`src/verilog/cdm_pkg.sv`:
```
// constants of the lane clock-recovery and signal-conditioning management block
//
// Behaviour
// - byte 5 bits 7..4 latch transmit recovery loss-of-lock, lanes 4..1
// - byte 5 bits 3..0 latch receive recovery loss-of-lock, lanes 4..1
// - byte 98 bits 7..4 enable transmit recovery lanes 4..1, zero bypasses
// - byte 98 bits 3..0 enable receive recovery lanes 4..1, zero turns off
// - amplitude codes 0000b..0011b select four ranges, higher codes reserved
// - input equalization codes 0000b..1010b give 0..10 dB, rest reserved
// - output emphasis codes 0000b..0111b give 0..7 dB, top bit reserved
// - device fully functional at most 2000 ms after reset release
// - reset pin held low at least 2 us is taken as a reset
// - management bus answers no later than 2000 ms after power-on
// - fully functional means data-not-ready cleared and interrupt asserted for it
// - reading a latched flag clears it and releases the interrupt within 500 us
package cdm_pkg;

  // clock rate
  localparam int CLK_MHZ = 250;

  // timing figures as printed
  localparam int RESET_PULSE_NS = 2000;
  localparam int INIT_MS        = 2000;
  localparam int SERIAL_MS      = 2000;

  // least time rounds up, longest time rounds down
  localparam int RESET_PULSE_CYC = (RESET_PULSE_NS * CLK_MHZ + 999) / 1000;
  localparam int INIT_CYC        = INIT_MS * CLK_MHZ * 1000;
  localparam int SERIAL_CYC      = SERIAL_MS * CLK_MHZ * 1000;

  // byte offsets, lower memory
  localparam logic [7:0] OFS_STATUS   = 8'h02;
  localparam logic [7:0] OFS_LOL      = 8'h05;
  localparam logic [7:0] OFS_CDR_EN   = 8'h62;
  localparam logic [7:0] OFS_PAGE_SEL = 8'h7f;

  // byte offsets, upper memory page 3
  localparam logic [7:0] PAGE_COND   = 8'h03;
  localparam logic [7:0] OFS_TX_EQ   = 8'hea;
  localparam logic [7:0] OFS_RX_EMPH = 8'hec;
  localparam logic [7:0] OFS_RX_AMP  = 8'hee;

  // field positions
  localparam int TX_FIELD_LSB  = 4;
  localparam int RX_FIELD_LSB  = 0;
  localparam int NOT_READY_BIT = 0;

  // largest legal codes
  localparam logic [3:0] AMP_CODE_MAX  = 4'h3;
  localparam logic [3:0] EQ_CODE_MAX   = 4'ha;
  localparam logic [3:0] EMPH_CODE_MAX = 4'h7;

  // reset values
  localparam logic [7:0]  RST_CDR_EN = 8'hff;
  localparam logic [15:0] RST_CODES  = 16'h0000;
  localparam logic [7:0]  RST_PAGE   = 8'h00;

  // default serial slave address, arbitrary
  localparam logic [6:0] DEF_DEV_ADDR = 7'h50;

  // serial slave states
  typedef enum logic [6:0] {
    CDM_IDLE   = 7'b0000001,
    CDM_ADDR   = 7'b0000010,
    CDM_ACK_AD = 7'b0000100,
    CDM_WRITE  = 7'b0001000,
    CDM_ACK_WR = 7'b0010000,
    CDM_READ   = 7'b0100000,
    CDM_ACK_RD = 7'b1000000
  } cdm_state_t;

endpackage

```
`src/verilog/cdm_reset_init.sv`:
```
// reset pin qualifier and initialisation timer
`timescale 1ns/1ps
`default_nettype none

module cdm_reset_init #(
  parameter int PULSE_CYCLES  = cdm_pkg::RESET_PULSE_CYC,
  parameter int SERIAL_CYCLES = cdm_pkg::SERIAL_CYC,
  parameter int INIT_CYCLES   = cdm_pkg::INIT_CYC
) (
  input  wire logic sys_clk_i,
  input  wire logic reset_n_i,
  input  wire logic pin_n_i,
  output logic      soft_rst_o,
  output logic      bus_ready_o,
  output logic      data_ready_o
);

  localparam int PW = $clog2(PULSE_CYCLES + 1);
  localparam int CW = $clog2(INIT_CYCLES + 1);

  // refuse counts the logic cannot serve
  if (PULSE_CYCLES < 1 || SERIAL_CYCLES < 1 || INIT_CYCLES < SERIAL_CYCLES) begin : g_bad
    $error("cdm_reset_init: bad cycle counts");
  end

  logic          pin_meta;
  logic          pin_sync;
  logic [PW-1:0] low_cnt;
  logic [CW-1:0] init_cnt;

  // pin synchroniser
  always_ff @(posedge sys_clk_i) begin
    if (!reset_n_i) begin
      pin_meta <= 1'b1;
      pin_sync <= 1'b1;
    end else begin
      pin_meta <= pin_n_i;
      pin_sync <= pin_meta;
    end
  end

  // low-time counter, saturating at the least pulse width
  always_ff @(posedge sys_clk_i) begin
    if (!reset_n_i || pin_sync) begin
      low_cnt <= '0;
    end else if (low_cnt != PW'(PULSE_CYCLES)) begin
      low_cnt <= low_cnt + PW'(1);
    end
  end

  // reset held while a long enough low level stays on the pin
  always_ff @(posedge sys_clk_i) begin
    if (!reset_n_i) begin
      soft_rst_o <= 1'b0;
    end else begin
      soft_rst_o <= !pin_sync && (low_cnt == PW'(PULSE_CYCLES));
    end
  end

  // initialisation timer restarts on every reset
  always_ff @(posedge sys_clk_i) begin
    if (!reset_n_i || soft_rst_o) begin
      init_cnt     <= '0;
      bus_ready_o  <= 1'b0;
      data_ready_o <= 1'b0;
    end else begin
      if (init_cnt != CW'(INIT_CYCLES)) begin
        init_cnt <= init_cnt + CW'(1);
      end
      bus_ready_o  <= (init_cnt >= CW'(SERIAL_CYCLES));
      data_ready_o <= (init_cnt == CW'(INIT_CYCLES));
    end
  end

endmodule

`default_nettype wire

```
`src/verilog/cdm_mgmt.sv`:
```
// management registers of the lane clock-recovery and signal-conditioning block
`timescale 1ns/1ps
`default_nettype none

module cdm_mgmt #(
  parameter logic [6:0] DEV_ADDR      = cdm_pkg::DEF_DEV_ADDR,
  parameter int         LANES         = 4,
  parameter int         PULSE_CYCLES  = cdm_pkg::RESET_PULSE_CYC,
  parameter int         SERIAL_CYCLES = cdm_pkg::SERIAL_CYC,
  parameter int         INIT_CYCLES   = cdm_pkg::INIT_CYC
) (
  input  wire logic              sys_clk_i,
  input  wire logic              reset_n_i,
  input  wire logic              reset_pin_active_low_i,
  input  wire logic              scl_i,
  input  wire logic              sda_i,
  output logic                   sda_o,
  output logic                   sda_oe_o,
  input  wire logic [LANES-1:0]  tx_lock_lost_i,
  input  wire logic [LANES-1:0]  rx_lock_lost_i,
  output logic [LANES-1:0]       tx_recovery_enable_o,
  output logic [LANES-1:0]       rx_recovery_enable_o,
  output logic [4*LANES-1:0]     tx_eq_code_o,
  output logic [4*LANES-1:0]     rx_emph_code_o,
  output logic [4*LANES-1:0]     rx_amp_code_o,
  output logic                   data_not_ready_o,
  output logic                   interrupt_out_active_low_o
);

  // the byte map has room for exactly four lanes
  if (LANES != 4) begin : g_bad
    $error("cdm_mgmt: LANES must be 4");
  end

  logic                 soft_rst;
  logic                 bus_ready;
  logic                 data_ready;
  logic                 data_ready_q;
  logic                 rst;
  logic [1:0]           scl_meta;
  logic [1:0]           sda_meta;
  logic [1:0]           scl_s;
  logic [1:0]           sda_s;
  logic [LANES-1:0]     tx_ll_meta;
  logic [LANES-1:0]     rx_ll_meta;
  logic [LANES-1:0]     tx_ll_sync;
  logic [LANES-1:0]     rx_ll_sync;
  logic [LANES-1:0]     tx_lol;
  logic [LANES-1:0]     rx_lol;
  logic                 ready_evt;
  logic [7:0]           page;
  cdm_pkg::cdm_state_t  state;
  logic [3:0]           bit_cnt;
  logic [7:0]           shreg;
  logic                 rw;
  logic                 first;
  logic [7:0]           ptr;
  logic [7:0]           rd_byte;
  logic                 scl_rise;
  logic                 scl_fall;
  logic                 start_c;
  logic                 stop_c;
  logic                 load_rd;
  logic                 wr_en;
  logic                 clr_lol;
  logic                 clr_ready;
  logic                 upper3;

  cdm_reset_init #(
    .PULSE_CYCLES  (PULSE_CYCLES),
    .SERIAL_CYCLES (SERIAL_CYCLES),
    .INIT_CYCLES   (INIT_CYCLES)
  ) u_init (
    .sys_clk_i    (sys_clk_i),
    .reset_n_i    (reset_n_i),
    .pin_n_i      (reset_pin_active_low_i),
    .soft_rst_o   (soft_rst),
    .bus_ready_o  (bus_ready),
    .data_ready_o (data_ready)
  );

  // a qualified pin reset clears the same state as the system reset, except the synchronisers
  assign rst = !reset_n_i || soft_rst;

  // two-stage synchronisers for bus pins and lock-loss inputs
  always_ff @(posedge sys_clk_i) begin
    if (!reset_n_i) begin
      scl_meta   <= 2'h3;
      sda_meta   <= 2'h3;
      tx_ll_meta <= '0;
      rx_ll_meta <= '0;
      tx_ll_sync <= '0;
      rx_ll_sync <= '0;
    end else begin
      scl_meta   <= {scl_meta[0], scl_i};
      sda_meta   <= {sda_meta[0], sda_i};
      tx_ll_meta <= tx_lock_lost_i;
      rx_ll_meta <= rx_lock_lost_i;
      tx_ll_sync <= tx_ll_meta;
      rx_ll_sync <= rx_ll_meta;
    end
  end

  // delayed copies of the synchronised bus pins for edge detection
  always_ff @(posedge sys_clk_i) begin
    if (!reset_n_i) begin
      scl_s <= 2'h3;
      sda_s <= 2'h3;
    end else begin
      scl_s <= {scl_s[0], scl_meta[1]};
      sda_s <= {sda_s[0], sda_meta[1]};
    end
  end

  // bus conditions
  assign scl_rise = !scl_s[1] && scl_s[0];
  assign scl_fall = scl_s[1] && !scl_s[0];
  assign start_c  = scl_s[1] && scl_s[0] && sda_s[1] && !sda_s[0];
  assign stop_c   = scl_s[1] && scl_s[0] && !sda_s[1] && sda_s[0];
  assign upper3   = ptr[7] && (page == cdm_pkg::PAGE_COND);

  // read data multiplexer
  always_comb begin
    rd_byte = 8'h00;
    if (ptr == cdm_pkg::OFS_STATUS) begin
      rd_byte[cdm_pkg::NOT_READY_BIT] = !data_ready;
    end else if (ptr == cdm_pkg::OFS_LOL) begin
      rd_byte = {tx_lol, rx_lol};
    end else if (ptr == cdm_pkg::OFS_CDR_EN) begin
      rd_byte = {tx_recovery_enable_o, rx_recovery_enable_o};
    end else if (ptr == cdm_pkg::OFS_PAGE_SEL) begin
      rd_byte = page;
    end else if (upper3) begin
      case (ptr)
        cdm_pkg::OFS_TX_EQ:          rd_byte = tx_eq_code_o[15:8];
        cdm_pkg::OFS_TX_EQ + 8'h01:  rd_byte = tx_eq_code_o[7:0];
        cdm_pkg::OFS_RX_EMPH:        rd_byte = rx_emph_code_o[15:8];
        cdm_pkg::OFS_RX_EMPH + 8'h01: rd_byte = rx_emph_code_o[7:0];
        cdm_pkg::OFS_RX_AMP:         rd_byte = rx_amp_code_o[15:8];
        cdm_pkg::OFS_RX_AMP + 8'h01: rd_byte = rx_amp_code_o[7:0];
        default:                     rd_byte = 8'h00;
      endcase
    end
  end

  // byte load for transmit happens on the falling clock after an acknowledge
  assign load_rd   = scl_fall && ((state == cdm_pkg::CDM_ACK_AD && rw) ||
                                  (state == cdm_pkg::CDM_ACK_RD && !shreg[0]));
  assign wr_en     = scl_fall && state == cdm_pkg::CDM_WRITE && bit_cnt == 4'h8 && !first;
  assign clr_lol   = load_rd && ptr == cdm_pkg::OFS_LOL;
  assign clr_ready = load_rd && ptr == cdm_pkg::OFS_STATUS;

  // serial slave sequencer
  always_ff @(posedge sys_clk_i) begin
    if (rst) begin
      state    <= cdm_pkg::CDM_IDLE;
      bit_cnt  <= 4'h0;
      shreg    <= 8'h00;
      rw       <= 1'b0;
      first    <= 1'b0;
      ptr      <= 8'h00;
      sda_oe_o <= 1'b0;
      sda_o    <= 1'b0;
    end else if (start_c) begin
      state    <= cdm_pkg::CDM_ADDR;
      bit_cnt  <= 4'h0;
      sda_oe_o <= 1'b0;
    end else if (stop_c) begin
      state    <= cdm_pkg::CDM_IDLE;
      sda_oe_o <= 1'b0;
    end else begin
      sda_o <= 1'b0;
      case (state)
        cdm_pkg::CDM_IDLE: begin
          sda_oe_o <= 1'b0;
        end
        cdm_pkg::CDM_ADDR: begin
          if (scl_rise) begin
            shreg   <= {shreg[6:0], scl_s[0] & sda_s[0]};
            bit_cnt <= bit_cnt + 4'h1;
          end else if (scl_fall && bit_cnt == 4'h8) begin
            if (shreg[7:1] == DEV_ADDR && bus_ready) begin
              state    <= cdm_pkg::CDM_ACK_AD;
              rw       <= shreg[0];
              sda_oe_o <= 1'b1;
            end else begin
              state <= cdm_pkg::CDM_IDLE;
            end
          end
        end
        cdm_pkg::CDM_ACK_AD: begin
          if (scl_fall) begin
            bit_cnt <= rw ? 4'h1 : 4'h0;
            first   <= 1'b1;
            state   <= rw ? cdm_pkg::CDM_READ : cdm_pkg::CDM_WRITE;
            shreg   <= rd_byte;
            sda_oe_o <= rw && !rd_byte[7];
            if (rw) begin
              ptr <= ptr + 8'h01;
            end
          end
        end
        cdm_pkg::CDM_WRITE: begin
          if (scl_rise) begin
            shreg   <= {shreg[6:0], sda_s[0]};
            bit_cnt <= bit_cnt + 4'h1;
          end else if (scl_fall && bit_cnt == 4'h8) begin
            state    <= cdm_pkg::CDM_ACK_WR;
            sda_oe_o <= 1'b1;
            first    <= 1'b0;
            ptr      <= first ? shreg : ptr + 8'h01;
          end
        end
        cdm_pkg::CDM_ACK_WR: begin
          if (scl_fall) begin
            state    <= cdm_pkg::CDM_WRITE;
            bit_cnt  <= 4'h0;
            sda_oe_o <= 1'b0;
          end
        end
        cdm_pkg::CDM_READ: begin
          if (scl_fall) begin
            if (bit_cnt == 4'h8) begin
              state    <= cdm_pkg::CDM_ACK_RD;
              sda_oe_o <= 1'b0;
            end else begin
              sda_oe_o <= !shreg[6];
              shreg    <= {shreg[6:0], 1'b0};
              bit_cnt  <= bit_cnt + 4'h1;
            end
          end
        end
        cdm_pkg::CDM_ACK_RD: begin
          if (scl_rise) begin
            shreg[0] <= sda_s[0];
          end else if (scl_fall) begin
            if (!shreg[0]) begin
              state    <= cdm_pkg::CDM_READ;
              bit_cnt  <= 4'h1;
              shreg    <= rd_byte;
              sda_oe_o <= !rd_byte[7];
              ptr      <= ptr + 8'h01;
            end else begin
              state <= cdm_pkg::CDM_IDLE;
            end
          end
        end
        default: begin
          state    <= cdm_pkg::CDM_IDLE;
          sda_oe_o <= 1'b0;
        end
      endcase
    end
  end

  // latched loss-of-lock flags, one per lane and direction; set beats clear
  for (genvar i = 0; i < LANES; i++) begin : g_lane
    always_ff @(posedge sys_clk_i) begin
      if (rst) begin
        tx_lol[i] <= 1'b0;
        rx_lol[i] <= 1'b0;
      end else begin
        tx_lol[i] <= tx_ll_sync[i] || (tx_lol[i] && !clr_lol);
        rx_lol[i] <= rx_ll_sync[i] || (rx_lol[i] && !clr_lol);
      end
    end
  end

  // recovery enables and page select
  always_ff @(posedge sys_clk_i) begin
    if (rst) begin
      tx_recovery_enable_o <= cdm_pkg::RST_CDR_EN[7:4];
      rx_recovery_enable_o <= cdm_pkg::RST_CDR_EN[3:0];
      page                 <= cdm_pkg::RST_PAGE;
    end else if (wr_en && ptr == cdm_pkg::OFS_CDR_EN) begin
      tx_recovery_enable_o <= shreg[cdm_pkg::TX_FIELD_LSB +: 4];
      rx_recovery_enable_o <= shreg[cdm_pkg::RX_FIELD_LSB +: 4];
    end else if (wr_en && ptr == cdm_pkg::OFS_PAGE_SEL) begin
      page <= shreg;
    end
  end

  // conditioning code fields; a reserved code leaves its nibble unchanged
  for (genvar n = 0; n < LANES; n++) begin : g_nib
    localparam logic [7:0] BOFS = 8'(1 - n / 2); // lanes 3 and 4 in the first byte
    always_ff @(posedge sys_clk_i) begin
      if (rst) begin
        tx_eq_code_o[4*n +: 4]   <= cdm_pkg::RST_CODES[4*(n%4) +: 4];
        rx_emph_code_o[4*n +: 4] <= cdm_pkg::RST_CODES[4*(n%4) +: 4];
        rx_amp_code_o[4*n +: 4]  <= cdm_pkg::RST_CODES[4*(n%4) +: 4];
      end else if (wr_en && upper3) begin
        if (n < 4 && ptr == cdm_pkg::OFS_TX_EQ + BOFS &&
            shreg[4*(n%2) +: 4] <= cdm_pkg::EQ_CODE_MAX) begin
          tx_eq_code_o[4*(n%4) +: 4] <= shreg[4*(n%2) +: 4];
        end
        if (n < 4 && ptr == cdm_pkg::OFS_RX_EMPH + BOFS &&
            shreg[4*(n%2) +: 4] <= cdm_pkg::EMPH_CODE_MAX) begin
          rx_emph_code_o[4*(n%4) +: 4] <= shreg[4*(n%2) +: 4];
        end
        if (n < 4 && ptr == cdm_pkg::OFS_RX_AMP + BOFS &&
            shreg[4*(n%2) +: 4] <= cdm_pkg::AMP_CODE_MAX) begin
          rx_amp_code_o[4*(n%4) +: 4] <= shreg[4*(n%2) +: 4];
        end
      end
    end
  end

  // ready event: data-not-ready clears once, latched until status is read
  always_ff @(posedge sys_clk_i) begin
    if (rst) begin
      data_ready_q     <= 1'b0;
      ready_evt        <= 1'b0;
      data_not_ready_o <= 1'b1;
    end else begin
      data_ready_q     <= data_ready;
      ready_evt        <= (data_ready && !data_ready_q) || (ready_evt && !clr_ready);
      data_not_ready_o <= !data_ready;
    end
  end

  // interrupt output low while any latched source stands
  always_ff @(posedge sys_clk_i) begin
    if (rst) begin
      interrupt_out_active_low_o <= 1'b1;
    end else begin
      interrupt_out_active_low_o <= !(ready_evt || (|tx_lol) || (|rx_lol));
    end
  end

endmodule

`default_nettype wire

```
`config.mk`:
```
export PLATFORM = sky130hd
export DESIGN_NAME = cdm_mgmt
export DESIGN_NICKNAME = d
export VERILOG_FILES = /design/src/verilog/cdm_pkg.sv /design/src/verilog/cdm_reset_init.sv /design/src/verilog/cdm_mgmt.sv
export SDC_FILE = /design/constraint.sdc
export NUM_CORES = 1
export LEC_CHECK = 0
export BUFFER_PORTS_ARGS = -buffer_cell sky130_fd_sc_hd__buf_2
export CORE_ASPECT_RATIO = 0.5
export CORE_MARGIN = 8
export CORE_UTILIZATION = 54
export CTS_CLUSTER_DIAMETER = 100
export DETAILED_ROUTE_END_ITERATION = 7
export PLACE_DENSITY = 0.8
export SETUP_SLACK_MARGIN = 0.1
export SYNTH_ARGS = -nofsm -noshare
export SYNTH_HDL_FRONTEND = slang
export SYNTH_SLANG_ARGS = --single-unit
export TNS_END_PERCENT = 30
```
`constraint.sdc`:
```
create_clock -name sys_clk_i -period 2.2 [get_ports sys_clk_i]
set_clock_uncertainty 0.15 [all_clocks]
set_input_delay 0.55 -clock sys_clk_i [delete_from_list [all_inputs] [get_ports sys_clk_i]]
set_output_delay 0.55 -clock sys_clk_i [all_outputs]
set_load 0.03 [all_outputs]
```
* After elaboration in Yosys (flattened, before gate mapping)
Cells that the tools add are included.
Widths: inputs -> output; s select.
** Storage, ports and cells
- Flip-flop bits (word level) :: 173
- Logic and storage cells :: 295
- Output and inout bits :: 60
- Input bits :: 13
** Cells by class
- Muxes and demuxes :: 69
- Add/subtract/negate cells :: 4
- Magnitude comparators :: 7
- Equal/unequal tests :: 53
- Bitwise logic cells :: 6
- Reduce and logical (&&, ||, !) cells :: 105
** Operators with widths (number)
- $mux 8 :: 19
- $mux 7 :: 12
- $pmux 7 s7 :: 1
- $eq 8x8->1 const B :: 6
- $pmux 8 s6 :: 1
- $logic_and 1x1->1 :: 45
- $reduce_and 11->1 :: 4
- $pmux 8 s5 :: 1
- $ne 4x4->1 const B :: 9
- $mux 4 :: 8
- $ne 2x2->1 const B :: 15
- $add 29x1->29 const B :: 1
- $eq 29x29->1 const B :: 1
- $ge 29x29->1 const B :: 1
- $ne 29x29->1 const B :: 1
- $reduce_and 2->1 :: 13
- $pmux 8 s3 :: 1
- $pmux 4 s5 :: 1
- $reduce_and 10->1 :: 2
- $mux 1 :: 18
- $eq 8x2->1 const B :: 2
- $eq 8x7->1 const B :: 2
- $logic_not 1->1 :: 15
- $eq 7x7->1 const B :: 2
- other kinds (35) :: 63

* Depth between registers and ports, before layout
- Depth after elaboration :: 12
- Gate-level depth with buffers :: 10
- Depth with buffers taken out :: 8

* Modules after synthesis
A second synthesis with hierarchy kept.
** Second synthesis, totals
- Cell total of the unflattened synthesis :: 937
- Area, all modules :: 8341.8 um^2
** By module, submodules not included
- cdm_mgmt :: area each 6283.5 um^2, instances 1, cells an instance 709, sequential area each 2602.5 um^2
- cdm_reset_init :: area each 2058.2 um^2, instances 1, cells an instance 228, sequential area each 860.8 um^2

* Worst setup path after synthesis
Ideal clock, no wire load.
- Path kind :: register -> register
- From :: register ptr[0]
- To :: register shreg[7]
- Path buffers :: 1
- Required time :: 1992 ps
- Setup time :: 58 ps
- Cell stages (with the launch flop) :: 10
- Period minus slack after synthesis :: 2272 ps
- Arrival time :: 2064 ps
- Setup slack :: -72 ps
- Cell sequence :: dfxtp_1 inv_1 ha_1 or3b_1 clkbuf_1 nor2_1 a21oi_1 a32o_1 o211ai_1 o211a_1
** On the way
- Word-level cells in the longest chain between the ends :: 11
- Elaborated cells on any way between the ends :: 21
- Classes of those cells :: 10 x eq/ne; 11 x mux
** RTL lines
- start: declaration :: RTL line cdm_mgmt.sv:57 : logic [7:0] ptr;
- start signal: assignment :: RTL line cdm_mgmt.sv:199 : ptr <= ptr + 8'h01;
- start signal: assignment :: RTL line cdm_mgmt.sv:211 : ptr <= first ? shreg : ptr + 8'h01;
- start signal: assignment :: RTL line cdm_mgmt.sv:242 : ptr <= ptr + 8'h01;
- $eq 8x8->1 :: RTL line cdm_mgmt.sv:134 : case (ptr)
- $pmux 8 s6 :: RTL line cdm_mgmt.sv:134
- $mux 8 :: RTL line cdm_mgmt.sv:133 : end else if (upper3) begin
- $mux 8 :: RTL line cdm_mgmt.sv:131 : end else if (ptr == cdm_pkg::OFS_PAGE_SEL) begin
- $mux 8 :: RTL line cdm_mgmt.sv:129 : end else if (ptr == cdm_pkg::OFS_CDR_EN) begin
- $mux 8 :: RTL line cdm_mgmt.sv:127 : end else if (ptr == cdm_pkg::OFS_LOL) begin
- $mux 7 * :: RTL line cdm_mgmt.sv:125 : if (ptr == cdm_pkg::OFS_STATUS) begin
- $mux 8 :: RTL line cdm_mgmt.sv:237 : if (!shreg[0]) begin
- $mux 8 :: RTL line cdm_mgmt.sv:236 : end else if (scl_fall) begin
- $mux 7 :: RTL line cdm_mgmt.sv:234 : if (scl_rise) begin
- $pmux 8 s5 * :: RTL line cdm_mgmt.sv:173 : case (state)
- end signal: assignment :: RTL line cdm_mgmt.sv:179 : shreg <= {shreg[6:0], scl_s[0] & sda_s[0]};
- end signal: assignment :: RTL line cdm_mgmt.sv:228 : shreg <= {shreg[6:0], 1'b0};
- end signal: assignment :: RTL line cdm_mgmt.sv:240 : shreg <= rd_byte;
- end: declaration :: RTL line cdm_mgmt.sv:54 : logic [7:0] shreg;
Every way passes the cells marked *; elsewhere a longest branch is shown, timed or not. The select of a mux whose other input is x is not followed.
A chain may end at the register's enable or synchronous reset.

* Worst setup path in the final report
- From :: register page[4]
- To :: register sda_oe_o
** On the way
- Word-level cells in the longest chain between the ends :: 12
- Elaborated cells on any way between the ends :: 14
- Classes of those cells :: 1 x eq/ne; 10 x mux; 3 x reduce/logical
** RTL lines
- start: declaration :: RTL line cdm_mgmt.sv:51 : logic [7:0] page;
- start signal: assignment :: RTL line cdm_mgmt.sv:274 : page <= cdm_pkg::RST_PAGE;
- start signal: assignment :: RTL line cdm_mgmt.sv:279 : page <= shreg;
- $eq 8x2->1 * :: RTL line cdm_mgmt.sv:120 : assign upper3 = ptr[7] && (page == cdm_pkg::PAGE_COND);
- $logic_and 1x1->1 * :: RTL line cdm_mgmt.sv:120
- $mux 8 * :: RTL line cdm_mgmt.sv:133
- $mux 8 * :: RTL line cdm_mgmt.sv:131
- $mux 8 * :: RTL line cdm_mgmt.sv:129
- $mux 8 * :: RTL line cdm_mgmt.sv:127
- $mux 7 * :: RTL line cdm_mgmt.sv:125
- $logic_not 1->1 * :: RTL line cdm_mgmt.sv:197, cdm_mgmt.sv:241
- $mux 1 :: RTL line cdm_mgmt.sv:237
- $mux 1 :: RTL line cdm_mgmt.sv:236
- $mux 1 :: RTL line cdm_mgmt.sv:234
- $pmux 1 s6 * :: RTL line cdm_mgmt.sv:173
- end signal: assignment :: RTL line cdm_mgmt.sv:197 : sda_oe_o <= rw && !rd_byte[7];
- end signal: assignment :: RTL line cdm_mgmt.sv:227 : sda_oe_o <= !shreg[6];
- end signal: assignment :: RTL line cdm_mgmt.sv:241 : sda_oe_o <= !rd_byte[7];
- end: declaration :: RTL line cdm_mgmt.sv:18 : output logic sda_oe_o,
Marked as above.

==> impl_metrics.yaml <==
grt:
  antenna_found_initial: 0
  grt-ovfl-total: 0
  grt_pass1_vias: 7748
  grt_max_degree: 30
  grt_use_total_pct: 25.3
  grt_pass1_wl_um: 39700
die:
  initial_core_util_pct: 55.8
  rows: 31
  die_w_um: 190
  core_area_um2: 14600
  num_io_pins: 73
  die_y_um: 103
  die_area_um2: 19500
worst_setup_path:
  cp_top_family: "simple AND/OR/NAND/NOR gates"
  reg2reg_depth: 7
  critPathSlowestCell: "or4b_4"
  crit_path_cell_trace: "nor4_2, buf_4, or4b_4, a211o_1, a32o_1, nand3_1, a21oi_1"
  critical_path_class: "flop to flop"
  worst-path-max-fanout: 4
  worst-path-buf-inv: 1
  regToRegStartpoint: "page[4]"
  timing.rr.end: "sda_oe_o"
  startpoint_type: "flop"
  arrival_ns: 2.58
  crit_path_max_incr_delay_ns: 0.52
  end_kind: "flop"
  rrSetupSlack_ns: -0.21
  required_ns: 2.37
finish:
  layout_commonest_cell: "dfxtp_1"
  final_cells: 1319
  final_area_um2: 10900
  layout_common_cells: "dfxtp_1 (160), buf_4 (126), nor2_1 (114), buf_2 (71), nand2_1 (65)"
  area_growth_pct: 33.7
  drive_gt1_share_pct: 32.1
  final_util_pct: 74.5
  n_antenna_cell: 0
  final_nets: 1134
logic_synthesis:
  synth_seq_cells: 173
  avgSynthCellArea_um2: 8.85
  synthDominantCellAreaShare_pct: 42.5
  ys_seq_area_share_pct: 42.5
  synthArstFlopShare_pct: 0
  netlist_area_um2: 8150
  yosys_warnings: 0
  postSynthCellCount: 921
  synth_edf_count: 0
  ys_types: 77
  yosys.area.top_type: "dfxtp_1"
  syn-num-nets: 947
  synth_area_leaders: "dfxtp_1 (42%), mux2i_1 (6.3%), nor2_1 (5.3%), nand2_1 (3.1%), a21oi_1 (2.9%)"
  ys.flop_type: "dfxtp_1"
place:
  gp_congestion: 0.952
  hpwl_um: 17700
  placed_cells: 1269
  dpl-instance-area_um2: 9600
  portBuffers: 71
route:
  wire_per_inst_um: 19.8
  firstDrtPassIters: 6
  drt_iter0_markers: 831
  totalWireLength_um: 26100
  drc_errors: 0
  ant_nets: 0
  via_count: 8031
  vias_per_cell: 6.09
sta:
  drv_slew: 0
  slew_headroom_pct: 66.2
  rsz0062_at_grt: "true"
  hold_viol_final: 0
  tightest_slew_ns: 0.507
  fin_setup_tns_ns: -1.23
  period_minus_slack_ns: 2.41
  whs_ns: 0.152
  fmax_ghz: 0.416
  setup_violations: 17
  fin_ws_ns: -0.206
  fin_crit_sh_pct: 109
cts:
  clk_latency_ns: 0.44
  cts_tree: "done"
  root_buffer: "clkbuf_16"
  clkTransAtPathRegs_ns: 0.08
  cts_hold_buf: 0
  cts_buffers: 17
  cts_sinks: 173
  htreeDepth: 4
  clockBufferDepth: 2
power:
  p_leak_nw: 4.57
  ir_drop_uv: 474
  power.density_nw_per_um2: 591
status:
  outcome: "finished with violations"
  failed_checks: "setup timing"
min_path:
  min_to: "scl_meta[0]"
  min-delay-start: "scl_i"
  hp-class: "input pin to flop"
  holdPathStages: 2
run:
  drv_cap: 0
power breakdown:
part / total [mW] / switching (mW) / internal, mW
clock network: 3.02 / 1.49 / 1.53
logic: 0.227 / 0.131 / 0.0965
registers: 3.18 / 0.0233 / 3.16
Yosys cell counts (all sizes together), types with 7 or more instances:
master,n
xor2,22
ha,13
and2,23
nand3b,9
o21ai,30
nand3,48
nor3,18
dfxtp,173
nand4,11
a222oi,9
nor2b,9
nor4b,12
nand2b,13
and3,30
or3,7
nor2,116
a211oi,7
buf,18
xnor2,13
inv,20
clkbuf,37
nor4,11
a22oi,8
a32o,7
nand2,69
nor3b,8
a31oi,14
mux2i,51
a21oi,47
repair_timing:
action | CTS | global route
pin swaps | 30 | 32
gates cloned | 0 | 1
buffers inserted | 9 | 8
setup endpoints to repair | 96 | 98
gates resized for setup | 52 | 83
hold endpoints to repair | 0 | 0
registers in the layout, summed over array words and instances (netlist names), 7 cells and up:
signal	flops
page	8
ptr	8
rx_amp_code_o	16
rx_emph_code_o	16
shreg	8
state	7
tx_eq_code_o	16
u_init.init_cnt	29
u_init.low_cnt	9
cells by family after synthesis:
kind of cell | share of synthesized area, %
AND/OR/NAND/NOR | 26.9
flip-flops | 42.5
AO/OA/AOI/OAI | 14.0
buffers and inverters | 3.85
multiplexers | 7.00
XOR/XNOR | 3.76
adder cells (fa/ha/maj) | 2.00
other | 0.0460
worst max-delay path by stage:
stage	cells after the start	end	startpoint	slack, ns
global placement	8	sda_oe_o	state[4]	-0.19
CTS	7	shreg[7]	page[4]	-0.16
global route	7	sda_oe_o	page[4]	-0.26
floorplan	8	state[0]	state[3]	0.05
detailed placement	7	shreg[7]	page[2]	-0.22
finish	7	sda_oe_o	page[4]	-0.21
per-stage QoR:
stage	worst slack, ns	power [mW]
3_3_place_gp	-0.193	3.47
3_5_place_dp	-0.216	3.47
2_1_floorplan	0.0549	3.38
6_report	-0.206	6.44
5_1_grt	-0.262	6.62
4_1_cts	-0.162	6.45
layer usage:
metal	up-vias	part of all wire, %	track usage (%)
met4	0	2.9	10.4
met5	-	0	0
met3	81	8.3	6.31
met2	413	47	42.0
met1	3851	42	31.4
li1	3686	-	-
layout make-up:
cell class / instances / area, um^2
clock buffers: 17 / 425
flip-flops and latches: 173 / 3490
repair buffers: 222 / 1620
well taps: 198 / 248
clock inverters: 15 / 171
inverters: 20 / 75.1
multi-input cells: 674 / 4870
fillers: 980 / 3720
(Power assumes the default switching activity.)
